[src/tgd_pkg.sv]
// constants and types of the timing generator divider
//
// What this block does
// - two-stage prescaler then twenty-one-stage divider chain
// - reset and stop entry/exit clear all stages
// - stage seven source from mode and select bits
// - slow and sleep modes feed low clock
// - warm-up after stop from normal uses stage six
// - machine cycle is four states, one clock each
// - instructions last one to ten machine cycles
// - all outputs synchronized to main system clock
// - high clock: one machine cycle per four periods
// - low-only modes stop stages one to six
// - system clock select one picks low clock
`default_nettype none
package tgd_pkg;
   localparam int PRESC_STAGES = 2;
   localparam int DIV_STAGES   = 21;
   localparam int SEVEN_IDX    = 6;   // zero-based index of stage seven
   localparam int SIX_IDX      = 5;
   localparam int DVO_IDX      = 13;  // divider pulse tap: stage fourteen, free choice
   localparam int STATES_PER_MC = 4;
   localparam int MAX_MC_LEN   = 10;
   localparam logic [3:0] MC_LEN_MIN = 4'h1;
   localparam logic [3:0] MC_LEN_MAX = 4'hA;
   localparam logic [DIV_STAGES-1:0] DIV_RESET = 21'h00_0000;
   localparam logic [PRESC_STAGES-1:0] PRESC_RESET = 2'h0;

   // operating mode, gray along normal -> idle -> slow -> sleep -> stop
   typedef enum logic [2:0] {
      TGD_NORMAL = 3'b000,
      TGD_IDLE   = 3'b001,
      TGD_SLOW   = 3'b011,
      TGD_SLEEP  = 3'b010,
      TGD_STOP   = 3'b110
   } tgd_mode_t;

   // machine cycle states, gray coded
   typedef enum logic [1:0] {
      TGD_S0 = 2'b00,
      TGD_S1 = 2'b01,
      TGD_S2 = 2'b11,
      TGD_S3 = 2'b10
   } tgd_state_t;
endpackage : tgd_pkg
`default_nettype wire

[src/tgd_stage.sv]
// one halving divider stage driven by an enable
`default_nettype none
module tgd_stage (
   input  wire logic mclk,
   input  wire logic arst_n,
   input  wire logic clr,
   input  wire logic en_in,
   output logic      q,
   output logic      en_out
);
   logic q_ff;
   logic nxt_q;

   // toggle on enable; carry out on falling edge of the stage output
   always_comb begin
      nxt_q = q_ff;
      if (clr) begin
         nxt_q = 1'b0;
      end else if (en_in) begin
         nxt_q = ~q_ff;
      end
   end

   always_ff @(posedge mclk or negedge arst_n) begin
      if (!arst_n) begin
         q_ff <= 1'b0;
      end else begin
         q_ff <= nxt_q;
      end
   end

   assign q      = q_ff;
   assign en_out = en_in & q_ff & ~clr;
endmodule : tgd_stage
`default_nettype wire

[src/tgd_timing_gen.sv]
// timing generator: prescaler, divider chain, machine cycle counter
`default_nettype none
module tgd_timing_gen
   import tgd_pkg::*;
#(
   parameter int DIV_N = tgd_pkg::DIV_STAGES
) (
   input  wire logic                  mclk,
   input  wire logic                  arst_n,
   input  wire logic                  high_freq_tick,
   input  wire logic                  low_freq_tick,
   input  wire tgd_pkg::tgd_mode_t    mode,
   input  wire logic                  dual_clock_mode,
   input  wire logic                  system_clock_select,
   input  wire logic                  seventh_stage_source_select,
   input  wire logic                  warmup_active,
   input  wire logic                  instr_start,
   input  wire logic [3:0]            instr_len,
   output logic                       main_clk_en,
   output logic [DIV_N-1:0]           divider_taps,
   output logic                       divider_pulse_output,
   output logic                       time_base_timer_clk,
   output logic                       warmup_clk,
   output tgd_pkg::tgd_state_t        mc_state,
   output logic                       mc_end,
   output logic                       instr_done
);
   import tgd_pkg::*;

   // ***************************
   // stop transition detect
   // ***************************
   logic stop_ff;
   logic from_normal_ff;
   logic nxt_from_normal;
   logic stop_edge;
   logic low_only;
   logic sel7_low;

   assign stop_edge = (mode == TGD_STOP) ^ stop_ff;
   assign low_only  = (mode == TGD_SLOW) || (mode == TGD_SLEEP);

   always_comb begin
      nxt_from_normal = from_normal_ff;
      if ((mode == TGD_STOP) && !stop_ff) begin
         nxt_from_normal = ~system_clock_select;
      end
   end

   always_ff @(posedge mclk or negedge arst_n) begin
      if (!arst_n) begin
         stop_ff        <= 1'b0;
         from_normal_ff <= 1'b0;
      end else begin
         stop_ff        <= (mode == TGD_STOP);
         from_normal_ff <= nxt_from_normal;
      end
   end

   // ***************************
   // prescaler and divider chain
   // ***************************
   logic [PRESC_STAGES-1:0] pre_ff;
   logic [PRESC_STAGES-1:0] nxt_pre;
   logic                    pre_en;
   logic                    hf_run;
   logic [DIV_N:0]          en_chain;
   logic [DIV_N-1:0]        div_q;
   logic                    en7;

   assign hf_run = high_freq_tick && !low_only && (mode != TGD_STOP);

   always_comb begin
      nxt_pre = pre_ff;
      if (stop_edge) begin
         nxt_pre = PRESC_RESET;
      end else if (hf_run) begin
         nxt_pre = pre_ff + 2'h1;
      end
   end

   always_ff @(posedge mclk or negedge arst_n) begin
      if (!arst_n) begin
         pre_ff <= PRESC_RESET;
      end else begin
         pre_ff <= nxt_pre;
      end
   end

   assign pre_en = hf_run && (pre_ff == {PRESC_STAGES{1'b1}});

   // stage seven source selection
   always_comb begin
      sel7_low = 1'b0;
      if (low_only) begin
         sel7_low = 1'b1;
      end else if (warmup_active && from_normal_ff) begin
         sel7_low = 1'b0;
      end else begin
         sel7_low = seventh_stage_source_select && dual_clock_mode;
      end
   end

   assign en7 = sel7_low ? (low_freq_tick && (mode != TGD_STOP)) : en_chain[SEVEN_IDX];

   genvar g;
   generate
      for (g = 0; g < DIV_N; g++) begin : g_div
         logic ein;
         if (g == 0) begin : g_first
            assign ein = pre_en;
         end else if (g == SEVEN_IDX) begin : g_seven
            assign ein = en7;
         end else begin : g_rest
            assign ein = en_chain[g];
         end
         tgd_stage u_stage (
            .mclk   (mclk),
            .arst_n (arst_n),
            .clr    (stop_edge),
            .en_in  (ein),
            .q      (div_q[g]),
            .en_out (en_chain[g+1])
         );
      end
   endgenerate
   assign en_chain[0] = pre_en;

   // ***************************
   // main clock and machine cycle
   // ***************************
   logic       main_en;
   tgd_state_t st_ff;
   tgd_state_t nxt_st;
   logic [3:0] mc_cnt_ff;
   logic [3:0] nxt_mc_cnt;
   logic       done_ff;
   logic       nxt_done;
   logic       mce_ff;
   logic       nxt_mce;
   logic       men_ff;
   logic [DIV_N-1:0] taps_ff;
   logic       dvo_ff;
   logic       tbt_ff;
   logic       wu_ff;

   // high clock: state per fc period -> 4/fc per cycle; low: per fs
   assign main_en = (mode == TGD_STOP) ? 1'b0 :
                    (system_clock_select || low_only) ? low_freq_tick
                                                      : high_freq_tick;

   always_comb begin
      nxt_st     = st_ff;
      nxt_mc_cnt = mc_cnt_ff;
      nxt_done   = 1'b0;
      nxt_mce    = 1'b0;
      if (stop_edge) begin
         nxt_st     = TGD_S0;
         nxt_mc_cnt = 4'h0;
      end else if (main_en) begin
         case (st_ff)
            TGD_S0: nxt_st = TGD_S1;
            TGD_S1: nxt_st = TGD_S2;
            TGD_S2: nxt_st = TGD_S3;
            TGD_S3: begin
               nxt_st  = TGD_S0;
               nxt_mce = 1'b1;
               if (mc_cnt_ff > 4'h1) begin
                  nxt_mc_cnt = mc_cnt_ff - 4'h1;
               end else if (mc_cnt_ff == 4'h1) begin
                  nxt_mc_cnt = 4'h0;
                  nxt_done   = 1'b1;
               end
            end
            default: nxt_st = TGD_S0;
         endcase
         if ((st_ff == TGD_S0) && instr_start && (mc_cnt_ff == 4'h0)) begin
            if (instr_len < MC_LEN_MIN) begin
               nxt_mc_cnt = MC_LEN_MIN;
            end else if (instr_len > MC_LEN_MAX) begin
               nxt_mc_cnt = MC_LEN_MAX;
            end else begin
               nxt_mc_cnt = instr_len;
            end
         end
      end
   end

   always_ff @(posedge mclk or negedge arst_n) begin
      if (!arst_n) begin
         st_ff     <= TGD_S0;
         mc_cnt_ff <= 4'h0;
         done_ff   <= 1'b0;
         mce_ff    <= 1'b0;
         men_ff    <= 1'b0;
         taps_ff   <= DIV_RESET;
         dvo_ff    <= 1'b0;
         tbt_ff    <= 1'b0;
         wu_ff     <= 1'b0;
      end else begin
         st_ff     <= nxt_st;
         mc_cnt_ff <= nxt_mc_cnt;
         done_ff   <= nxt_done;
         mce_ff    <= nxt_mce;
         men_ff    <= main_en;
         taps_ff   <= div_q;
         dvo_ff    <= div_q[DVO_IDX];
         tbt_ff    <= en_chain[DIV_N];
         wu_ff     <= en_chain[DIV_N] && warmup_active;
      end
   end

   assign main_clk_en          = men_ff;
   assign divider_taps         = taps_ff;
   assign divider_pulse_output = dvo_ff;
   assign time_base_timer_clk  = tbt_ff;
   assign warmup_clk           = wu_ff;
   assign mc_state             = st_ff;
   assign mc_end               = mce_ff;
   assign instr_done           = done_ff;

   // ***************************
   // assertions
   // ***************************
   a_stop_clears_div : assert property (@(posedge mclk) disable iff (!arst_n)
      stop_edge |=> (div_q == DIV_RESET) && (pre_ff == PRESC_RESET))
      else $error("divider not cleared on stop transition");
   a_low_halts_low : assert property (@(posedge mclk) disable iff (!arst_n)
      low_only && $past(low_only) && !stop_edge |=> $stable(div_q[SIX_IDX:0]))
      else $error("low stages toggled in low-only mode");
   a_slow_feeds_low : assert property (@(posedge mclk) disable iff (!arst_n)
      low_only && low_freq_tick && !stop_edge |=>
      div_q[SEVEN_IDX] != $past(div_q[SEVEN_IDX]))
      else $error("stage seven not on low clock");
   a_warm_stage_six : assert property (@(posedge mclk) disable iff (!arst_n)
      warmup_active && from_normal_ff && !low_only && !stop_edge && !en_chain[SEVEN_IDX]
      |=> $stable(div_q[SEVEN_IDX]))
      else $error("warm-up not driven from stage six");
   a_sel_single : assert property (@(posedge mclk) disable iff (!arst_n)
      !low_only && !warmup_active && !dual_clock_mode && !stop_edge && !en_chain[SEVEN_IDX]
      |=> $stable(div_q[SEVEN_IDX]))
      else $error("low clock selected in single-clock mode");
   a_state_order : assert property (@(posedge mclk) disable iff (!arst_n)
      main_en && !stop_edge && st_ff == TGD_S3 |=> st_ff == TGD_S0 && mce_ff)
      else $error("machine cycle not four states");
   a_len_bound : assert property (@(posedge mclk) disable iff (!arst_n)
      mc_cnt_ff <= MC_LEN_MAX)
      else $error("instruction length above ten");
   a_main_src : assert property (@(posedge mclk) disable iff (!arst_n)
      system_clock_select && mode != TGD_STOP |=> main_clk_en == $past(low_freq_tick))
      else $error("main clock not from low clock");
   a_prescale : assert property (@(posedge mclk) disable iff (!arst_n)
      pre_en && !stop_edge |=> div_q[0] != $past(div_q[0]))
      else $error("prescaler carry wrong");
   c_mc_done   : cover property (@(posedge mclk) done_ff);
   c_stop_in   : cover property (@(posedge mclk) stop_edge && mode == TGD_STOP);
   c_slow_run  : cover property (@(posedge mclk) low_only && en7);
   c_warm      : cover property (@(posedge mclk) warmup_active && from_normal_ff && en7);
endmodule : tgd_timing_gen
`default_nettype wire
[config.mk]
export PLATFORM = sky130hd
export DESIGN_NAME = tgd_timing_gen
export DESIGN_NICKNAME = d
export VERILOG_FILES = /design/src/tgd_pkg.sv /design/src/tgd_stage.sv /design/src/tgd_timing_gen.sv
export SDC_FILE = /design/constraint.sdc
export NUM_CORES = 1
export LEC_CHECK = 0
export BUFFER_PORTS_ARGS = -buffer_cell sky130_fd_sc_hd__buf_2
export CORE_ASPECT_RATIO = 0.8
export CORE_UTILIZATION = 35
export CTS_CLUSTER_SIZE = 16
export DETAILED_ROUTE_END_ITERATION = 10
export MAX_ROUTING_LAYER = met4
export PLACE_DENSITY = 0.56
export SYNTH_ARGS = -nofsm -noshare
export SYNTH_HDL_FRONTEND = slang
export SYNTH_SLANG_ARGS = --single-unit
export TNS_END_PERCENT = 30
[constraint.sdc]
create_clock -name mclk -period 1.9 [get_ports mclk]
set_input_delay 0.095 -clock mclk [delete_from_list [all_inputs] [get_ports mclk]]
set_output_delay 0.095 -clock mclk [all_outputs]
set_load 0.03 [all_outputs]
==> qor.csv, run 1 <==
metric,value,unit
I/O pin count,45,
worst ir drop on vdd,0.000397,V
Achievable Freq,0.524,GHz
TritonCTS clock tree,yes,
synthesized area,0.00248,sq mm
Post-Synthesis Cells,224,
final wirelength,5210,um
pin count of the biggest net entering global routing,34,
Detail Placement HPWL,3580,um
Worst path max stage delay,350,ps
Num CTS Buffers,9,
Die Span X,96.1,um
most frequent cells in the layout,"dfrtp_1, buf_2, buf_4, nand2_1, nor2_1",
IO buf count,44,
number of global-route vias before repair,1843,
First DRT Iteration DRCs,63,
CTS sink count,57,
clock-pin slew on the worst setup and hold paths,70,ps
Seq cells post-synth,57,
final setup skew,7.36,ps
unrepaired setup endpoints after global routing,true,
worst setup path category,reg2reg,
All-Layer GR Usage,15.6,%
# rows,27,
Syn Area/Cell,11.1,sq um
Final Util,49.0,%
CTS max path bufs,2,
status,"complete, but fails checks",
Crit-path slowest cell,a2111oi_4,
pwr/cell area,1020,mW/mm^2
Hold Path Class,in2reg,
CP required,2170,ps
antenna-violating nets left,0,
Diodes inserted,0,
Synthesized Nets,245,
Post-synth ARST share,100,%
distinct cell type count after synthesis,42,
Final period util,100,%
later-pin clock latency in the skew report,340,ps
nets,326,
core area,0.00686,sq mm
Layout area overhead,35.5,%
Placed Cells,371,
remaining global-route overflow,0,
Fill cells,642,
sequential-to-total area share from yosys stat,57.5,%
DRC Markers,0,
fin cells,397,
"Hold Violations, Final",0,
number of enable flip-flop cells after synthesis,0,
Pleak,0.00168,uW
initial antenna violation count,0,
first-pass detailed-route iteration total,4,
"most common cell after layout, fill and taps aside",dfrtp_1,
fin crit period,1910,ps
Die Span Y,77.3,um
detailed-route via count,1885,
"Max FO, Critical Path",8,
# H-tree levels,3,
worst-margin pin slew,578,ps
most used flip-flop cell after synthesis,dfrtp_1,
"setup slack, reg-to-reg",-8,ps
PnR worst setup slack,-8.43,ps
Max-Cap Viols,0,
Top delay family on crit path,compound AO/OA/AOI/OAI gates,
crit path cell chain,inv_2 > ha_4 > nand4_4 > a2111oi_4 > a2bb2oi_4 > buf_4 > or3_1 > a21oi_1,
CP Buf/Inv Count,2,
worst relative slew slack,61.5,%
CP Capture Type,flip-flop,
layout cells sized above 1,36.8,%
Die ar.,0.00742,sq mm
vias per std cell,4.75,
Final setup viols,1,
first-pass GRT wire length,8450,um
DR WL/cell,13.1,um
CP Launch Type,flip-flop,
Slew Limit Fails,0,
CP arrival,2180,ps
RePlAce Congestion,0.768,
Yosys warnings,0,
clk root buf,clkbuf_8,
failing checks,setup timing,
Starting Density,36.1,%
==> repair_timing <==
action	CTS	global route
endpoints found under the setup margin	6	14
buffers inserted	0	7
hold buffers	3	0
endpoints found under the hold margin	26	0
gates resized for setup	4	20
pin swaps	1	12
==> state kept, by name (all words and copies together) (netlist names) <==
register	flops
stop_ff	1
main_clk_en	1
mc_end	1
from_normal_ff	1
divider_taps	21
time_base_timer_clk	1
mc_cnt_ff	4
mc_state	2
warmup_clk	1
g_div.u_stage.q	21
pre_ff	2
instr_done	1
==> synth_stat cells, types with 4 or more instances <==
cell / count / area [sq um]
a21oi_1: 17 / 85.1
and3_1: 6 / 37.5
dfrtp_1: 57 / 1430
ha_1: 5 / 62.6
inv_1: 12 / 45.0
mux2i_1: 8 / 80.1
nand2_1: 22 / 82.6
nand3_1: 9 / 45.0
nand4_1: 4 / 25.0
nor2_1: 16 / 60.1
nor3_1: 6 / 30.0
o21ai_0: 11 / 55.1
or3_1: 7 / 43.8
or3_2: 4 / 30.0
xnor2_1: 4 / 35.0
xor2_1: 5 / 43.8
==> per-stage QoR <==
step                setup TNS [ps]  hold slack (ps)  total power, uW  cell area (sq um)  setup WS (ps)
detailed placement            -306              125             2150               2950          -84.2
finish                       -8.43             84.6             3440               3360          -8.43
global route                  -807             75.1             3660               3360           -113
CTS                              0             58.1             3460               3240           1.87
global placement              -237              125             2130               2950          -94.3
floorplan                    -4.62             -201             1890               2490          -4.62
==> power breakdown <==
part / switching, uW / total (uW) / internal, uW
Combinational: 409 / 771 / 363
Sequential: 79.8 / 1400 / 1320
Clock: 469 / 1270 / 804
Total: 957 / 3440 / 2480
==> cell type report <==
| cell class | instances | area, sq um | share of cell area (%) |
|---|---|---|---|
| Sequential cell | 57 | 1430 | 42.5 |
| Multi-Input combinational cell | 150 | 1070 | 31.8 |
| Timing Repair Buffer | 75 | 480 | 14.3 |
| Clock buffer | 11 | 151 | 4.51 |
| Tap cell | 87 | 109 | 3.24 |
| Clock inverter | 5 | 77.6 | 2.31 |
| Inverter | 12 | 45.0 | 1.34 |
==> tightest hold or removal path: stages <==
cell and delay, ps:
buf_2 140, nand3_1 80, a21oi_1 60
==> path summary, 6_finish.rpt <==
kind / startpoint / end / depth (start not counted)
worst max register to register: stop_ff / g_div[16].u_stage.q / 8
worst min register to register: g_div[2].u_stage.q / divider_taps[2] / 0
max in group asynchronous: arst_n / g_div[12].u_stage.q / 3
worst min-delay path: high_freq_tick / pre_ff[1] / 3
worst max-delay path: stop_ff / g_div[16].u_stage.q / 8
min in group asynchronous: arst_n / divider_taps[3] / 2
==> metal layers <==
layer / GRT usage (%) / vias up / share of wire, %
met2: 23.4 / 43 / 44
met3: 5.65 / 12 / 5.3
met1: 18.9 / 884 / 49
met4: 6.72 / 0 / 2.1
li1: - / 946 / -
met5: - / - / 0
==> cell families after synthesis <==
kind of cell | synth area share, %
buffers and inverters | 3.18
xor gates and xnor gates | 3.18
DFF | 57.5
and+or+nand+nor | 18.8
AOI/OAI and AO/OA | 9.79
adders and majority gates | 2.93
muxes | 4.59
Power figures use the tool's default switching activity.
==> inputs of run 2 (changes only) <==
--- a/config.mk
+++ b/config.mk
@@ -6,12 +6,14 @@
 export NUM_CORES = 1
 export LEC_CHECK = 0
 export BUFFER_PORTS_ARGS = -buffer_cell sky130_fd_sc_hd__buf_2
+export CELL_PAD_IN_SITES_DETAIL_PLACEMENT = 1
+export CELL_PAD_IN_SITES_GLOBAL_PLACEMENT = 2
 export CORE_ASPECT_RATIO = 0.8
-export CORE_UTILIZATION = 35
+export CORE_UTILIZATION = 32
 export CTS_CLUSTER_SIZE = 16
 export DETAILED_ROUTE_END_ITERATION = 10
 export MAX_ROUTING_LAYER = met4
-export PLACE_DENSITY = 0.56
+export PLACE_DENSITY = 0.75
 export SYNTH_ARGS = -nofsm -noshare
 export SYNTH_HDL_FRONTEND = slang
 export SYNTH_SLANG_ARGS = --single-unit
==> run 2 against run 1 <==
The run still ends with setup timing left. Maximum frequency up 0.41%. Die area up 9.2%. Clock-buffer cell count up 2. Register-to-register slack about the same. Critical endpoint is now g_div[12].u_stage.q. Largest power group unchanged.
==> qor.csv, run 2 (synthesis results as in run 1) <==
metric,value,unit
status,"complete, but fails checks",
failing checks,setup timing,
first-pass GRT wire length,9760,um
worst ir drop on vdd,0.000327,V
IO buf count,44,
TritonCTS clock tree,yes,
Max-Cap Viols,0,
# rows,28,
first-pass detailed-route iteration total,4,
worst reg2reg path depth,8,
Critical R2R Capture,g_div[12].u_stage.q,
Diodes inserted,0,
later-pin clock latency in the skew report,330,ps
core area,0.00746,sq mm
Worst path max stage delay,360,ps
RePlAce Congestion,0.731,
remaining global-route overflow,0,
All-Layer GR Usage,16.6,%
Slew Limit Fails,0,
DRC Markers,0,
final setup skew,6.92,ps
FF/Latch Area,0.00143,sq mm
CP Capture Type,flip-flop,
number of global-route vias before repair,2013,
Die Span X,100,um
pin count of the biggest net entering global routing,33,
CTS sink count,57,
Die ar.,0.00810,sq mm
CTS max path bufs,2,
DR WL/cell,14.6,um
detailed-route via count,1947,
clock-pin slew on the worst setup and hold paths,60,ps
most frequent cells in the layout,"dfrtp_1, buf_2, nand2_1, buf_4, nor2_1",
initial antenna violation count,0,
vias per std cell,4.77,
Final setup viols,1,
crit path cell chain,inv_1 > ha_4 > nand4_4 > a2111oi_4 > buf_4 > a2bb2oi_4 > or3_1 > a21oi_1,
Detail Placement HPWL,4030,um
layout cells sized above 1,35.3,%
# H-tree levels,3,
First DRT Iteration DRCs,41,
PnR worst setup slack,-0.643,ps
Setup Total Neg Slack,-0.643,ps
fin crit period,1900,ps
Achievable Freq,0.526,GHz
number of stages on the worst hold path,2,
hold endpoint,warmup_clk,
worst relative slew slack,50.1,%
RR Startpoint,stop_ff,
"Hold Violations, Final",0,
"most common cell after layout, fill and taps aside",dfrtp_1,
antenna-violating nets left,0,
unrepaired setup endpoints after global routing,true,
nets,320,
CP arrival,2150,ps
pre-CTS setup slack,-222,ps
worst-margin pin slew,749,ps
Hold Path Class,in2reg,
Starting Density,33.2,%
Design Power,3350,uW
final wirelength,5970,um
area of the multi-input gates,0.00111,sq mm
Fill cells,828,
pwr/cell area,1000,mW/mm^2
Crit-path slowest cell,or3_1,
Die Span Y,80.7,um
"Max FO, Critical Path",5,
"setup slack, reg-to-reg",-0.6,ps
clk root buf,clkbuf_8,
Num CTS Buffers,9,
Pleak,0.00165,uW
Hold Crit Start,warmup_active,
Layout area overhead,34.6,%
CP Launch Type,flip-flop,
worst setup path category,reg2reg,
Final period util,100,%
I/O pin count,45,
CP required,2150,ps
[run 2: repair_timing]
item / CTS / global route
pin swaps: 2 / 6
cloned: 0 / 2
hold buffers: 2 / 0
hold endpoints to repair: 32 / 0
setup buffers: 0 / 3
resized for setup: 5 / 21
setup endpoints to repair: 11 / 13
[run 2: final cells by class]
type	instances	share of cell area [%]
Clock buffer	13	5.36
Clock inverter	2	1.05
Inverter	12	1.35
Multi-Input combinational cell	152	33.1
Sequential cell	57	42.7
Tap cell	105	3.94
Timing Repair Buffer	67	12.4
[run 2: worst max-delay path, delay by kind of cell, from the launching register on]
kind | cells | cell delay (ps)
AO/OA/AOI/OAI | 3 | 520
AND/OR/NAND/NOR | 2 | 440
flip-flops | 1 | 320
buffers and inverters | 2 | 270
adder cells (fa/ha/maj) | 1 | 270
[run 2: metrics by stage]
stage | utilization [%] | hold WS [ps] | cells | cell area [sq um]
floorplan | - | -201 | 224 | 2490
global placement | 39.6 | 202 | 386 | 2950
CTS | 43.1 | 14.1 | 403 | 3220
global route | 44.7 | 27.6 | 408 | 3340
finish | 44.7 | 35.5 | 408 | 3340
detailed placement | 39.6 | 199 | 386 | 2950
[run 2: report_power, final]
part           internal (uW)  total, uW  switching (uW)
clock network            739       1190             449
logic                    344        772             428
registers               1320       1390            75.6
total                   2400       3350             953
[run 2: how the worst max path moves through the flow]
| stage | start | endpoint | slack (ps) | cells after the start |
|---|---|---|---|---|
| finish | stop_ff | g_div[12].u_stage.q | -0.6 | 8 |
| detailed placement | mode[2] | g_div[20].u_stage.q | -220 | 10 |
| CTS | stop_ff | g_div[14].u_stage.q | -20 | 7 |
| global placement | mode[2] | g_div[20].u_stage.q | -60 | 10 |
| global route | stop_ff | g_div[12].u_stage.q | -90 | 8 |
| floorplan | stop_ff | g_div[20].u_stage.q | -5 | 8 |
[run 2: layer usage]
layer	track usage [%]	up-vias	wire, um
li1	-	936	-
met1	20.4	964	2920
met2	25.8	40	2710
met3	6.53	7	290
met4	3.91	0	46
met5	-	-	0
